## src/verilog/rmd_pkg.sv

```systemverilog
// Constants, encodings and types shared by the resource map decoder files.
// How it works
// Visibility bit shows internal cycles externally; ignored in normal expanded narrow mode.
// Visibility and port E emulate: write once normal, special ignores first write.
// External bus wait-stop shuts bus in wait mode after a drain delay.
// Both wait-stop bits writable anytime in normal modes, never in special modes.
// Port E emulate in expanded modes removes port E registers from the map.
// Register block resets to 0x0000; five bits place it on 2-Kbyte boundaries.
// Block, RAM and misc mapping registers: write once normal, anytime special.
// Mapping wait-stop bit shuts the mapping interface down during wait mode.
// RAM resets to 0x0800; five bits place it on 2-Kbyte boundaries.
// Nonvolatile array at 0x0D00; four position bits; once normal, anytime special.
// Nonvolatile read enable gates array reads only, never its control access.
// Nonvolatile read enable forced 1 in single-chip; writable elsewhere; 0 unmaps.
// ROM bits reset 0 expanded, 1 single-chip; external stretch resets to 11.
// Follow narrow bit makes follow region 8-bit; only in expanded wide modes.
// Follow region starts right after the register block and moves with it.
// Follow stretch code gives 0 to 3 extra E clocks; only expanded modes.
// External stretch code gives 0 to 3 extra E clocks; only expanded modes.
// ROM upper-half bit places 32-Kbyte ROM high or low; meaningless when disabled.
// ROM enable maps the ROM; debug ROM, registers, RAM, nonvolatile win over it.
// Only RAM gives strobe and A0 both high, with bytes swapped.
// Strobe, direction and A0 encode the access type and size.
// Memory expansion only exists in expanded modes.
// Fixed priority: debug ROM, registers, RAM, nonvolatile, ROM, external.
// Mapping writes take effect one cycle after the write.
// Exactly one select per access; unclaimed expanded addresses go external.
// Stretch counter holds E high for the extra periods before cycle end.
package rmd_pkg;
	localparam int unsigned CLK_MHZ = 25;
	localparam int unsigned WAIT_DRAIN_NS = 160;
	localparam int unsigned WAIT_DRAIN_CYC = (WAIT_DRAIN_NS * CLK_MHZ + 999) / 1000;
	localparam int unsigned E_PERIOD_CYC = 2;
	localparam int unsigned E_HIGH_CYC = 1;
	localparam logic [7:0] IDX_MODE = 8'h0B;
	localparam logic [7:0] IDX_RAMBASE = 8'h10;
	localparam logic [7:0] IDX_REGBASE = 8'h11;
	localparam logic [7:0] IDX_NVMBASE = 8'h12;
	localparam logic [7:0] IDX_MISC = 8'h13;
	localparam logic [7:0] ADDR_MODE = {IDX_MODE[5:0], 2'h0};
	localparam logic [7:0] ADDR_RAMBASE = {IDX_RAMBASE[5:0], 2'h0};
	localparam logic [7:0] ADDR_REGBASE = {IDX_REGBASE[5:0], 2'h0};
	localparam logic [7:0] ADDR_NVMBASE = {IDX_NVMBASE[5:0], 2'h0};
	localparam logic [7:0] ADDR_MISC = {IDX_MISC[5:0], 2'h0};
	localparam logic [2:0] MODE_SSC = 3'h0;
	localparam logic [2:0] MODE_SEN = 3'h1;
	localparam logic [2:0] MODE_PER = 3'h2;
	localparam logic [2:0] MODE_SEW = 3'h3;
	localparam logic [2:0] MODE_NSC = 3'h4;
	localparam logic [2:0] MODE_NEN = 3'h5;
	localparam logic [2:0] MODE_NEW = 3'h7;
	localparam logic [4:0] REG_POS_RST = 5'h00;
	localparam logic [4:0] RAM_POS_RST = 5'h01;
	localparam logic [3:0] NVM_POS_RST = 4'h0;
	localparam logic [6:0] MISC_RST_EXP = 7'h0C;
	localparam logic [6:0] MISC_RST_SC = 7'h0F;
	localparam logic [1:0] REG_SEG = 2'h0;
	localparam logic [1:0] FOLLOW_SEG = 2'h1;
	localparam logic [3:0] NVM_FIRST_PAGE = 4'hD;
	localparam logic [7:0] BDM_PAGE = 8'hFF;
	localparam logic [8:0] PORT_E_DATA_OFS = 9'h008;
	localparam logic [8:0] PORT_E_DIRECTION_OFS = 9'h009;
	localparam int MISC_ROM_MAP_ENABLE = 0;
	localparam int MISC_ROM_UPPER_HALF = 1;
	localparam int MISC_EXSTR = 2;
	localparam int MISC_RFSTR = 4;
	localparam int MISC_FOLLOW_REGION_NARROW = 6;
	typedef enum logic [6:0] {
		SEL_NONE = 7'h01,
		SEL_BDM = 7'h02,
		SEL_REG = 7'h04,
		SEL_RAM = 7'h08,
		SEL_NVM = 7'h10,
		SEL_ROM = 7'h20,
		SEL_EXT = 7'h40
	} rmd_sel_e;
	typedef enum logic [1:0] {
		ST_IDLE = 2'h1,
		ST_HOLD = 2'h2
	} rmd_st_e;
endpackage

```

## src/verilog/rmd_stretch_if.sv

```systemverilog
// Handshake between the decoder and the E clock stretch timer.
`timescale 1ns/100ps
`default_nettype none
interface rmd_stretch_if;
	logic start;
	logic [1:0] extra;
	logic busy;
	logic eclk;
	modport ctrl (output start, output extra, input busy, input eclk);
	modport tim (input start, input extra, output busy, output eclk);
endinterface
`default_nettype wire

```

## src/verilog/rmd_top.sv

```systemverilog
// Resource map decoder: mapping registers, address decode and bus cycle encoding.
//
// The APB slave port was chosen for this implementation.
`timescale 1ns/100ps
`default_nettype none
module rmd_top (
	// Clock and reset.
	input wire logic pclk,
	input wire logic presetn,
	// APB register port.
	input wire logic psel,
	input wire logic penable,
	input wire logic pwrite,
	input wire logic [7:0] paddr,
	input wire logic [31:0] pwdata,
	output logic [31:0] prdata,
	output logic pready,
	output logic pslverr,
	// Mode strap pins {special_n, mode_b, mode_a}.
	input wire logic [2:0] mode_pins,
	// Core access request.
	input wire logic cpu_req,
	input wire logic [15:0] cpu_addr,
	input wire logic cpu_write,
	input wire logic cpu_wide,
	input wire logic bdm_active,
	input wire logic wait_mode,
	// Decoded resource.
	output rmd_pkg::rmd_sel_e res_sel,
	output logic follow_region,
	output logic port_e_local,
	output logic nvm_read_ok,
	// External bus signalling.
	output logic ext_cycle,
	output logic low_byte_strobe,
	output logic ext_rw,
	output logic ext_a0,
	output logic byte_swap,
	output logic bus_narrow,
	output logic eclk,
	output logic bus_busy,
	// Wait-mode status.
	output logic ext_bus_on,
	output logic map_iface_on
);
	import rmd_pkg::*;

	rmd_stretch_if stif ();

	logic [2:0] pins_s1_q;
	logic [2:0] pins_s2_q;
	logic [1:0] init_cnt_q;
	logic init_done_q;
	logic [2:0] mode_q;
	logic internal_cycle_visible_q;
	logic ext_bus_wait_stop_q;
	logic eme_q;
	logic mode_wr_q;
	logic [4:0] reg_pos_q;
	logic map_iface_wait_stop_q;
	logic rg_wr_q;
	logic [4:0] ram_pos_q;
	logic rm_wr_q;
	logic [3:0] nvm_pos_q;
	logic nvm_en_q;
	logic ee_wr_q;
	logic [6:0] misc_q;
	logic misc_wr_q;
	logic [21:0] map_eff_q;
	logic [31:0] prdata_q;
	logic pready_q;
	logic pslverr_q;
	rmd_sel_e res_sel_q;
	logic follow_q;
	logic port_e_local_q;
	logic nvm_read_ok_q;
	logic ext_cycle_q;
	logic low_byte_strobe_q;
	logic rw_q;
	logic a0_q;
	logic swap_q;
	logic narrow_q;
	logic start_q;
	logic [1:0] extra_q;
	logic ext_on_q;
	logic map_on_q;
	logic [3:0] drain_q;

	logic special;
	logic expanded;
	logic periph;
	logic single;
	logic norm_narrow;
	logic narrow_mode;
	logic wr;
	logic wr_mode;
	logic wr_rg;
	logic wr_rm;
	logic wr_ee;
	logic wr_misc;
	logic [31:0] rd_d;
	logic miss_d;
	logic [4:0] e_reg_pos;
	logic [4:0] e_ram_pos;
	logic [3:0] e_nvm_pos;
	logic e_nvm_en;
	logic [6:0] e_misc;
	rmd_sel_e sel_d;
	logic follow_d;
	logic pe_hole;
	logic acc;
	logic is_ram;
	logic vis_d;

	// Mode decode from the latched straps.
	assign special = ~mode_q[2];
	assign expanded = mode_q[0];
	assign periph = (mode_q == MODE_PER);
	assign single = ~mode_q[0] & ~periph;
	assign norm_narrow = (mode_q == MODE_NEN);
	assign narrow_mode = expanded & ~mode_q[1];

	// Outputs.
	assign prdata = prdata_q;
	assign pready = pready_q;
	assign pslverr = pslverr_q;
	assign res_sel = res_sel_q;
	assign follow_region = follow_q;
	assign port_e_local = port_e_local_q;
	assign nvm_read_ok = nvm_read_ok_q;
	assign ext_cycle = ext_cycle_q;
	assign low_byte_strobe = low_byte_strobe_q;
	assign ext_rw = rw_q;
	assign ext_a0 = a0_q;
	assign byte_swap = swap_q;
	assign bus_narrow = narrow_q;
	assign eclk = stif.eclk;
	assign bus_busy = stif.busy;
	assign ext_bus_on = ext_on_q;
	assign map_iface_on = map_on_q;
	assign stif.start = start_q;
	assign stif.extra = extra_q;

	rmd_stretch u_stretch (
		.pclk(pclk),
		.presetn(presetn),
		.st(stif.tim)
	);

	// Straps are pins, so they cross two flip-flops before being latched.
	always_ff @(posedge pclk or negedge presetn) begin
		if (!presetn) begin
			pins_s1_q <= 3'h0;
			pins_s2_q <= 3'h0;
		end else begin
			pins_s1_q <= mode_pins;
			pins_s2_q <= pins_s1_q;
		end
	end

	// The mode is caught once the synchroniser has filled; the bus stays
	// unanswered until the mode-dependent reset values are loaded.
	always_ff @(posedge pclk or negedge presetn) begin
		if (!presetn) begin
			init_cnt_q <= 2'h0;
			init_done_q <= 1'b0;
			mode_q <= MODE_NSC;
		end else if (!init_done_q) begin
			init_cnt_q <= init_cnt_q + 2'h1;
			if (init_cnt_q == 2'h2) begin
				mode_q <= pins_s2_q;
			end
			if (init_cnt_q == 2'h3) begin
				init_done_q <= 1'b1;
			end
		end
	end

	// Writes land at the edge that completes the APB access.
	assign wr = psel & penable & pready_q & pwrite;
	assign wr_mode = wr & (paddr == ADDR_MODE) & ~periph;
	assign wr_rg = wr & (paddr == ADDR_REGBASE);
	assign wr_rm = wr & (paddr == ADDR_RAMBASE);
	assign wr_ee = wr & (paddr == ADDR_NVMBASE);
	assign wr_misc = wr & (paddr == ADDR_MISC);

	// Mode register option bits.
	always_ff @(posedge pclk or negedge presetn) begin
		if (!presetn) begin
			internal_cycle_visible_q <= 1'b0;
			ext_bus_wait_stop_q <= 1'b0;
			eme_q <= 1'b0;
			mode_wr_q <= 1'b0;
		end else if (init_cnt_q == 2'h3 && !init_done_q) begin
			internal_cycle_visible_q <= special;
			eme_q <= special;
		end else if (wr_mode) begin
			mode_wr_q <= 1'b1;
			if (special ? mode_wr_q : ~mode_wr_q) begin
				internal_cycle_visible_q <= pwdata[3];
				eme_q <= pwdata[0];
			end
			if (!special) begin
				ext_bus_wait_stop_q <= pwdata[2];
			end
		end
	end

	// Register block position and mapping wait-stop.
	always_ff @(posedge pclk or negedge presetn) begin
		if (!presetn) begin
			reg_pos_q <= REG_POS_RST;
			map_iface_wait_stop_q <= 1'b0;
			rg_wr_q <= 1'b0;
		end else if (wr_rg) begin
			rg_wr_q <= 1'b1;
			if (special || !rg_wr_q) begin
				reg_pos_q <= pwdata[7:3];
			end
			if (!special) begin
				map_iface_wait_stop_q <= pwdata[0];
			end
		end
	end

	// RAM position.
	always_ff @(posedge pclk or negedge presetn) begin
		if (!presetn) begin
			ram_pos_q <= RAM_POS_RST;
			rm_wr_q <= 1'b0;
		end else if (wr_rm) begin
			rm_wr_q <= 1'b1;
			if (special || !rm_wr_q) begin
				ram_pos_q <= pwdata[7:3];
			end
		end
	end

	// Nonvolatile array position and read enable.
	always_ff @(posedge pclk or negedge presetn) begin
		if (!presetn) begin
			nvm_pos_q <= NVM_POS_RST;
			nvm_en_q <= 1'b1;
			ee_wr_q <= 1'b0;
		end else begin
			if (wr_ee) begin
				ee_wr_q <= 1'b1;
				if (special || !ee_wr_q) begin
					nvm_pos_q <= pwdata[7:4];
				end
			end
			if (single) begin
				nvm_en_q <= 1'b1;
			end else if (wr_ee) begin
				nvm_en_q <= pwdata[0];
			end
		end
	end

	// Stretch and ROM mapping control.
	always_ff @(posedge pclk or negedge presetn) begin
		if (!presetn) begin
			misc_q <= MISC_RST_EXP;
			misc_wr_q <= 1'b0;
		end else if (init_cnt_q == 2'h3 && !init_done_q) begin
			misc_q <= single ? MISC_RST_SC : MISC_RST_EXP;
		end else if (wr_misc) begin
			misc_wr_q <= 1'b1;
			if (special || !misc_wr_q) begin
				misc_q <= pwdata[6:0];
			end
		end
	end

	// The decoder sees mapping changes one cycle late, which gives software the
	// documented settling slot after a write.
	always_ff @(posedge pclk or negedge presetn) begin
		if (!presetn) begin
			map_eff_q <= {REG_POS_RST, RAM_POS_RST, NVM_POS_RST, 1'b1, MISC_RST_EXP};
		end else begin
			map_eff_q <= {reg_pos_q, ram_pos_q, nvm_pos_q, nvm_en_q, misc_q};
		end
	end

	assign e_reg_pos = map_eff_q[21:17];
	assign e_ram_pos = map_eff_q[16:12];
	assign e_nvm_pos = map_eff_q[11:8];
	assign e_nvm_en = map_eff_q[7];
	assign e_misc = map_eff_q[6:0];

	// Read data and address check.
	always_comb begin
		rd_d = 32'h0;
		miss_d = 1'b0;
		if (paddr == ADDR_MODE && !periph) begin
			rd_d[7:0] = {mode_q, 1'b1, internal_cycle_visible_q, ext_bus_wait_stop_q, 1'b0, eme_q};
		end else if (paddr == ADDR_REGBASE) begin
			rd_d[7:0] = {reg_pos_q, 2'h0, map_iface_wait_stop_q};
		end else if (paddr == ADDR_RAMBASE) begin
			rd_d[7:0] = {ram_pos_q, 3'h0};
		end else if (paddr == ADDR_NVMBASE) begin
			rd_d[7:0] = {nvm_pos_q, 3'h0, nvm_en_q};
		end else if (paddr == ADDR_MISC) begin
			rd_d[7:0] = {1'b0, misc_q};
		end else begin
			miss_d = 1'b1;
		end
	end

	// APB slave: one wait state, then a single-cycle ready.
	always_ff @(posedge pclk or negedge presetn) begin
		if (!presetn) begin
			pready_q <= 1'b0;
			pslverr_q <= 1'b0;
			prdata_q <= 32'h0;
		end else if (init_done_q && psel && penable && !pready_q) begin
			pready_q <= 1'b1;
			pslverr_q <= miss_d;
			prdata_q <= pwrite ? 32'h0 : rd_d;
		end else begin
			pready_q <= 1'b0;
			pslverr_q <= 1'b0;
		end
	end

	// Address decode in fixed priority order.
	always_comb begin
		sel_d = SEL_NONE;
		follow_d = 1'b0;
		pe_hole = eme_q & expanded &
			(cpu_addr[8:0] == PORT_E_DATA_OFS || cpu_addr[8:0] == PORT_E_DIRECTION_OFS);
		if (bdm_active && cpu_addr[15:8] == BDM_PAGE) begin
			sel_d = SEL_BDM;
		end else if (cpu_addr[15:11] == e_reg_pos && cpu_addr[10:9] == REG_SEG
			&& !pe_hole) begin
			sel_d = SEL_REG;
		end else if (cpu_addr[15:11] == e_ram_pos && !cpu_addr[10]) begin
			sel_d = SEL_RAM;
		end else if (e_nvm_en && cpu_addr[15:12] == e_nvm_pos
			&& cpu_addr[11:8] >= NVM_FIRST_PAGE) begin
			sel_d = SEL_NVM;
		end else if (e_misc[MISC_ROM_MAP_ENABLE] && cpu_addr[15] == e_misc[MISC_ROM_UPPER_HALF]) begin
			sel_d = SEL_ROM;
		end else if (expanded) begin
			sel_d = SEL_EXT;
			follow_d = (cpu_addr[15:11] == e_reg_pos) && (cpu_addr[10:9] == FOLLOW_SEG);
		end
	end

	// A stopped mapping interface takes no accesses.
	assign acc = cpu_req & map_on_q & init_done_q;
	assign is_ram = (sel_d == SEL_RAM);
	assign vis_d = internal_cycle_visible_q & expanded & ~norm_narrow
		& (sel_d != SEL_EXT) & (sel_d != SEL_NONE);

	// Per-access select, one cycle after the request.
	always_ff @(posedge pclk or negedge presetn) begin
		if (!presetn) begin
			res_sel_q <= SEL_NONE;
			follow_q <= 1'b0;
		end else begin
			res_sel_q <= acc ? sel_d : SEL_NONE;
			follow_q <= acc & follow_d;
		end
	end

	// External cycle encoding.
	always_ff @(posedge pclk or negedge presetn) begin
		if (!presetn) begin
			ext_cycle_q <= 1'b0;
			low_byte_strobe_q <= 1'b1;
			rw_q <= 1'b1;
			a0_q <= 1'b0;
			swap_q <= 1'b0;
			narrow_q <= 1'b0;
		end else if (acc) begin
			ext_cycle_q <= ext_on_q & ((sel_d == SEL_EXT) | vis_d);
			// A misaligned word outside RAM is shown as its odd byte only.
			low_byte_strobe_q <= cpu_wide ? (cpu_addr[0] & is_ram) : ~cpu_addr[0];
			rw_q <= ~cpu_write;
			a0_q <= cpu_addr[0];
			swap_q <= cpu_wide & cpu_addr[0] & is_ram;
			narrow_q <= narrow_mode | (follow_d & ~narrow_mode & e_misc[MISC_FOLLOW_REGION_NARROW]);
		end else begin
			ext_cycle_q <= 1'b0;
			swap_q <= 1'b0;
		end
	end

	// Stretch start; accesses that arrive while the timer is busy are not stretched.
	always_ff @(posedge pclk or negedge presetn) begin
		if (!presetn) begin
			start_q <= 1'b0;
			extra_q <= 2'h0;
		end else begin
			start_q <= acc & ext_on_q & (sel_d == SEL_EXT) & ~stif.busy & ~start_q;
			extra_q <= follow_d ? e_misc[MISC_RFSTR+:2] : e_misc[MISC_EXSTR+:2];
		end
	end

	// Wait-mode shutdown: the external bus drains before it stops.
	always_ff @(posedge pclk or negedge presetn) begin
		if (!presetn) begin
			ext_on_q <= 1'b1;
			drain_q <= 4'h0;
			map_on_q <= 1'b1;
		end else begin
			map_on_q <= ~(wait_mode & map_iface_wait_stop_q);
			if (!(wait_mode && ext_bus_wait_stop_q)) begin
				ext_on_q <= 1'b1;
				drain_q <= 4'h0;
			end else if (stif.busy || start_q || acc) begin
				// An access taken at this edge must not see the bus vanish under it.
				drain_q <= 4'h0;
			end else if (drain_q >= 4'(WAIT_DRAIN_CYC)) begin
				ext_on_q <= 1'b0;
			end else begin
				drain_q <= drain_q + 4'h1;
			end
		end
	end

	// Map status flags.
	always_ff @(posedge pclk or negedge presetn) begin
		if (!presetn) begin
			port_e_local_q <= 1'b1;
			nvm_read_ok_q <= 1'b1;
		end else begin
			port_e_local_q <= ~(eme_q & expanded);
			nvm_read_ok_q <= e_nvm_en;
		end
	end
endmodule
`default_nettype wire

```

## src/verilog/rmd_stretch.sv

```systemverilog
// E clock generator with per-cycle stretch of the high phase.
`timescale 1ns/100ps
`default_nettype none
module rmd_stretch (
	// Clock and reset.
	input wire logic pclk,
	input wire logic presetn,
	// Control from the decoder.
	rmd_stretch_if.tim st
);
	import rmd_pkg::*;

	rmd_st_e state_q;
	logic [3:0] cnt_q;
	logic eclk_q;
	logic busy_q;

	assign st.eclk = eclk_q;
	assign st.busy = busy_q;

	// Outside external cycles E runs free; a started cycle holds it high for the
	// base high time plus the extra E periods, then ends low.
	always_ff @(posedge pclk or negedge presetn) begin
		if (!presetn) begin
			state_q <= ST_IDLE;
			cnt_q <= 4'h0;
			eclk_q <= 1'b0;
			busy_q <= 1'b0;
		end else begin
			case (state_q)
				ST_IDLE: begin
					if (st.start) begin
						state_q <= ST_HOLD;
						busy_q <= 1'b1;
						eclk_q <= 1'b1;
						cnt_q <= 4'(E_HIGH_CYC + st.extra * E_PERIOD_CYC);
					end else begin
						eclk_q <= ~eclk_q;
					end
				end
				ST_HOLD: begin
					if (cnt_q <= 4'h1) begin
						state_q <= ST_IDLE;
						busy_q <= 1'b0;
						eclk_q <= 1'b0;
					end else begin
						cnt_q <= cnt_q - 4'h1;
					end
				end
				default: begin
					state_q <= ST_IDLE;
					busy_q <= 1'b0;
				end
			endcase
		end
	end
endmodule
`default_nettype wire

```

## config.mk

```make
export PLATFORM = sky130hd
export DESIGN_NAME = rmd_top
export DESIGN_NICKNAME = d
export VERILOG_FILES = /design/src/verilog/rmd_pkg.sv /design/src/verilog/rmd_stretch_if.sv /design/src/verilog/rmd_top.sv /design/src/verilog/rmd_stretch.sv
export SDC_FILE = /design/constraint.sdc
export NUM_CORES = 1
export LEC_CHECK = 0
export ABC_AREA = 1
export BUFFER_PORTS_ARGS = -buffer_cell sky130_fd_sc_hd__buf_2
export CORE_MARGIN = 2
export CORE_UTILIZATION = 30
export DETAILED_ROUTE_END_ITERATION = 16
export PLACE_DENSITY = 0.49
export REMOVE_ABC_BUFFERS = 1
export SYNTH_ARGS = -nofsm -noshare
export SYNTH_HDL_FRONTEND = slang
export SYNTH_SLANG_ARGS = --single-unit
```

## constraint.sdc

```tcl
create_clock -name pclk -period 5 [get_ports pclk]
set_clock_uncertainty 0.2 [all_clocks]
set_input_delay 0.25 -clock pclk [delete_from_list [all_inputs] [get_ports pclk]]
set_output_delay 0.25 -clock pclk [all_outputs]
set_load 0.01 [all_outputs]
```

## After elaboration in Yosys (flattened, before gate mapping)

Index checks and enable logic that the tools add are counted.

- $add $sub $neg: 4
- Order comparisons: 3
- Equal/unequal tests: 29
- Mux-type cells: 62
- Bitwise operators: 49
- Reduce and logical (&&, ||, !) cells: 51

Operators by type and width:

| kind | number |
|---|---|
| 7-bit two-way mux | 11 |
| 8-bit two-way mux | 5 |
| 1-bit two-way mux | 33 |
| 8-bit by 7-bit equality test with 1-bit output (second input constant) | 4 |
| 1-bit AND | 31 |
| 2-bit AND reduction | 12 |
| 4-bit two-way mux | 5 |
| 9-bit by 4-bit equality test with 1-bit output (second input constant) | 2 |
| 1-bit NOT | 16 |
| 1-bit logical AND | 14 |
| 2-bit nonzero test | 6 |
| 5-bit equality test | 2 |
| 1-bit zero test | 9 |
| 8-bit by 6-bit equality test with 1-bit output (second input constant) | 1 |
| 8-bit equality test (second input constant) | 1 |
| 2-bit two-way mux | 4 |
| 4-bit one-hot mux with 2 select lines | 1 |
| 7-bit by 4-bit equality test with 1-bit output (second input constant) | 1 |
| 7-bit equality test (second input constant) | 1 |
| 1-bit logical OR | 7 |
| 7-bit by 1-bit != test with 1-bit output (second input constant) | 1 |
| 7-bit != test (second input constant) | 1 |
| 2-bit equality test (second input constant) | 3 |
| 2-bit != test (second input constant) | 3 |
| other kinds (19) | 24 |

- Flip-flop bits (word level): 132
- Input port bits: 69
- Logic and storage cells: 240

## Depth between registers and ports, before layout

- Word-level depth: 13
- Mapped depth: 10
- Mapped depth without buffers: 10

## Hierarchy

From an unflattened synthesis, not the netlist that was laid out.

- Cell total of the unflattened synthesis: 544
- Area, all modules: 4855.9 um^2

Modules (own cells, without submodules):

| module | times used | cells each | area each (um^2) |
|---|---|---|---|
| rmd_top | 1 | 491 | 4436.8 |
| rmd_stretch | 1 | 53 | 419.2 |

## Worst setup path after synthesis

Ideal clock, no wire load.

- Path type: register to register
- From: register u_stretch.cnt_q[0]
- To: register u_stretch.cnt_q[2]
- Setup time: 125 ps
- Arrival time: 1371 ps
- Data required time: 4675 ps
- Setup slack: 3304 ps
- Stages on the path, launching flop included: 10
- Buffers on the path: 0
- Period minus slack after synthesis: 1696 ps
- Cell sequence: dfrtp_1 > inv_1 > ha_1 > or2_2 > a21oi_1 > inv_1 > nand2_2 > inv_1 > a21oi_1 > o22ai_1

- Cells in the longest elaborated chain, start to end: 3
- Elaborated cells between the ends (all ways): 6

Ends and longest elaborated chain:

| what | line | source |
|---|---|---|
| start: declaration | rmd_stretch.sv:14 | `logic [3:0] cnt_q;` |
| start signal: assignment | rmd_stretch.sv:36 | `cnt_q <= 4'(E_HIGH_CYC + st.extra * E_PERIOD_CYC);` |
| start signal: assignment | rmd_stretch.sv:47 | `cnt_q <= cnt_q - 4'h1;` |
| 4-bit by 1-bit subtractor with 4-bit output / 4-bit by 1-bit <= comparator with 1-bit output (equally long branches) | rmd_stretch.sv:47, rmd_stretch.sv:42 |  |
| 4-bit two-way mux / 2-bit != test (equally long branches) | n/a |  |
| 4-bit one-hot mux with 2 select lines / 3-bit AND reduction (equally long branches) | n/a |  |

Several ways; a longest one is shown, not always the timed one. The select of a mux whose other input is x is not followed.
A chain may end at the register's enable or synchronous reset.

## Worst setup path in the final report

- From: register mode_q[2]
- To: register prdata_q[2] (netlist: prdata[2])

- Cells in the longest elaborated chain, start to end: 5

Ends and longest elaborated chain:

| what | line | source |
|---|---|---|
| start: declaration | rmd_top.sv:54 | `logic [2:0] mode_q;` |
| start signal: assignment | rmd_top.sv:171 | `mode_q <= pins_s2_q;` |
| 3-bit by 2-bit equality test with 1-bit output | rmd_top.sv:118 | `assign periph = (mode_q == MODE_PER);` |
| 1-bit zero test | rmd_top.sv:295 | `if (paddr == ADDR_MODE && !periph) begin` |
| 1-bit logical AND | rmd_top.sv:295 |  |
| 8-bit two-way mux | rmd_top.sv:295 |  |
| 8-bit two-way mux | rmd_top.sv:319 | `prdata_q <= pwrite ? 32'h0 : rd_d;` |
| end signal: assignment | rmd_top.sv:319 |  |
| end: declaration | rmd_top.sv:70 | `logic [31:0] prdata_q;` |

No other way between the ends.

==> impl_results.md <==
* Crit path max-delay family: simple AND/OR/NAND/NOR gates
* GRT Total Usage at 14.4%
* Die ar. at 17,000 sq um
* Final Slew Violations at 0
* Number of global-route vias before repair at 3,654
* Clock latency on the worst-skew pair at 0.35 ns
* Crit path max-delay cell type: nor3_2
* Routed WL at approximately 11,000 microns
* Grt ovf at 0
* Worst-Margin Slew at approximately 0.76 ns
* Pwr Density at 318 nW/um^2
* Worst vdd ir at between 150 and 200 uV
* RSZ-0062 raised after global routing: no
* Initial antenna violation count at 0
* Part of the cycle the worst path needs at 46.5%
* Core ar. at 15,700 sq um
* Synth warnings at 0
* Row count at 46
* Port Buf Inserts at 74
* Rel. slew slack at 49.1%
* Cell Chain, Critical Path: nor3_1, nor3_2, inv_1, o211ai_1, nand2_1
* # setup viols final at 0
* Most frequent cells in the layout: 110 x nand2_1, 90 x dfrtp_1, 73 x buf_2
* Endpoints failing hold at 0
* Max_cap viols at 0
* TNS Setup at 0 ns
* Routed Antenna Nets at 0
* Number of buffers added for setup after CTS at 0
* Synth Cell Area at 4790 sq um
* Register area share after synthesis at 56.4%
* Share of layout cells above drive strength 1 at 21.0%
* Avg WL per Cell at 13.5 microns
* Largest net degree at the start of global routing at 61
* Gpl congestion at 0.824
* Leading area contributor after synthesis: dfrtp_1
* Clk sinks at 107
* LEAKAGE at a little under 3 nW
* Vias per cell at 4.35
* CP arrival at 2.36 ns
* FF+latch count, synth at ~110
* Clock period minus worst slack at between 2 and 2.5 ns
* Clock-pin slew on the worst setup and hold paths at 0.07 ns
* Number of buffers created by CTS at 9
* Slowest stage delay, CP at 0.64 ns
* Synth Area per Inst at 9.07 sq um
* DP Wirelength at approximately 8600 microns
* WHS at 0.0224 ns
* Global-route wire length before repair at between 15,000 and 20,000 microns
* Drt drc at 0
* Max Freq at 430 MHz
* CTS tree: done
* Io pins at 123
* Buf+Inv Stages, Crit Path at 1
* Final nets at 698
* Pre-antenna DRT Iters at 5
* CP endpoint kind: flip-flop
* Die width at 130 microns
* First DRT Iteration DRCs at between 200 and 250
* HP Class: in -> reg
* N_diodes at 0
* Layout area overhead at 20.6%
* Starting Density at 30.5%
* CP required at 5.03 ns
* DIE HEIGHT at between 100 and 150 microns
* Clk root buf: clkbuf_16
* CP Class: reg -> reg
* Most common cell after layout, fill and taps aside: nand2_1
* H-tree Lvls at 3
* Top post-synthesis cells by area: dfrtp_1 47%, dfstp_2 9.3%, nand2_1 8.6%, inv_1 5.4%, nor2_1 4.1%
* Total number of vias at 3,677
* Crit path launch type: flip-flop
* Crit Path Max Fanout at 11
* Synth cell types at 42
* Status: finished clean
* Syn Inst Count at 528
* Yosys top cell area share at 47.0%
* Clock tree buffer depth at 2
sequential cells by signal, indices dropped and copies added, names as in the netlist, 3 cells and up:
name	flops
misc_q	7
u_stretch.cnt_q	4
pins_s2_q	3
reg_pos_q	5
drain_q	4
pins_s1_q	3
mode_q	3
res_sel	7
ram_pos_q	5
prdata	8
map_eff_q	22
nvm_pos_q	4
logic make-up (layout without fill, tap and decap cells):
group,count (synthesis),count (layout),synth area share [%]
and+or+nand+nor,225,225,21.2
DFF,107,107,56.4
buffers and inverters,102,180,10.1
AOI/OAI and AO/OA,83,83,9.98
adders and majority gates,5,5,1.31
xor gates and xnor gates,5,5,0.915
other,1,24,0.0783
metrics by stage:
stage | setup WS (ns) | std cells | power [W] | instance area, sq um | utilization, %
after floorplan | 3.14 | 523 | 0.00103 | 4670 | -
after global placement | 2.72 | 814 | 0.00111 | 5320 | 33.9
after detailed placement | 2.71 | 814 | 0.00111 | 5320 | 33.9
after CTS | 2.69 | 845 | 0.00186 | 5770 | 36.7
after global routing | 2.52 | 845 | 0.00193 | 5770 | 36.7
final | 2.67 | 845 | 0.00183 | 5770 | 36.7
synth_stat cells (all sizes together):
library cell,number
ha,5
dfrtp,90
nor3,14
a21oi,26
or2,5
o2111ai,2
xnor2,4
nor2,56
o21ai,42
o21bai,1
nand3b,1
buf,26
nor3b,1
conb,1
inv,73
nand3,30
o22ai,3
xor2,1
o211ai,7
a32o,1
o31ai,1
nand4,6
nand2,112
clkbuf,2
clkinv,1
dfstp,17
area by class of cell:
| cell class | instances | area [sq um] |
|---|---|---|
| clock buffer | 11 | 243 |
| fill | 1650 | 9940 |
| inverter | 74 | 279 |
| tap | 216 | 270 |
| sequential | 107 | 2700 |
| timing repair buffer | 90 | 531 |
| clock inverter | 5 | 60.1 |
| multi-input combinational | 342 | 1690 |
per-layer routing:
| metal | vias to the layer above | wire [microns] | part of all wire (%) | track usage [%] |
|---|---|---|---|---|
| li1 | 1839 | - | - | - |
| met1 | 1702 | 5510 | 48 | 19.3 |
| met2 | 119 | 5070 | 44 | 22.9 |
| met3 | 17 | 619 | 5.4 | 3.69 |
| met4 | 0 | 200 | 1.8 | 4.76 |
| met5 | - | 0 | 0 | 0 |
report_power, final:
part	leakage, nW	internal, W	switching (W)
sequential	1.35	0.000901	0.0000196
combinational	1.44	0.0000653	0.000115
clock	0.147	0.000405	0.000328
total	2.94	0.00137	0.000463
worst min-delay path, delay by kind of cell:
| kind | cells | cell delay, ns |
|---|---|---|
| buf+inv | 2 | 0.17 |
| simple gates | 2 | 0.11 |
repair_timing:
item	in CTS	in global routing
hold endpoints to repair	58	0
hold buffers	15	0
gates resized for setup	0	0
final timing paths:
path,startpoint,to,slack [ns],depth (start not counted)
max,mode_q[2]$_DFFE_PN1P_,prdata[2]$_DFFE_PN0P_,2.67,5
min,cpu_addr[9],res_sel[2]$_DFF_PN0_,0.02,4
max reg2reg,mode_q[2]$_DFFE_PN1P_,prdata[2]$_DFFE_PN0P_,2.67,5
min reg2reg,pins_s1_q[2]$_DFF_PN0_,pins_s2_q[2]$_DFF_PN0_,0.15,0
max in group asynchronous,presetn,res_sel[4]$_DFF_PN0_,3.16,3
min in group asynchronous,presetn,prdata[7]$_DFFE_PN0P_,0.24,2
Power figures use the tool's default switching activity.
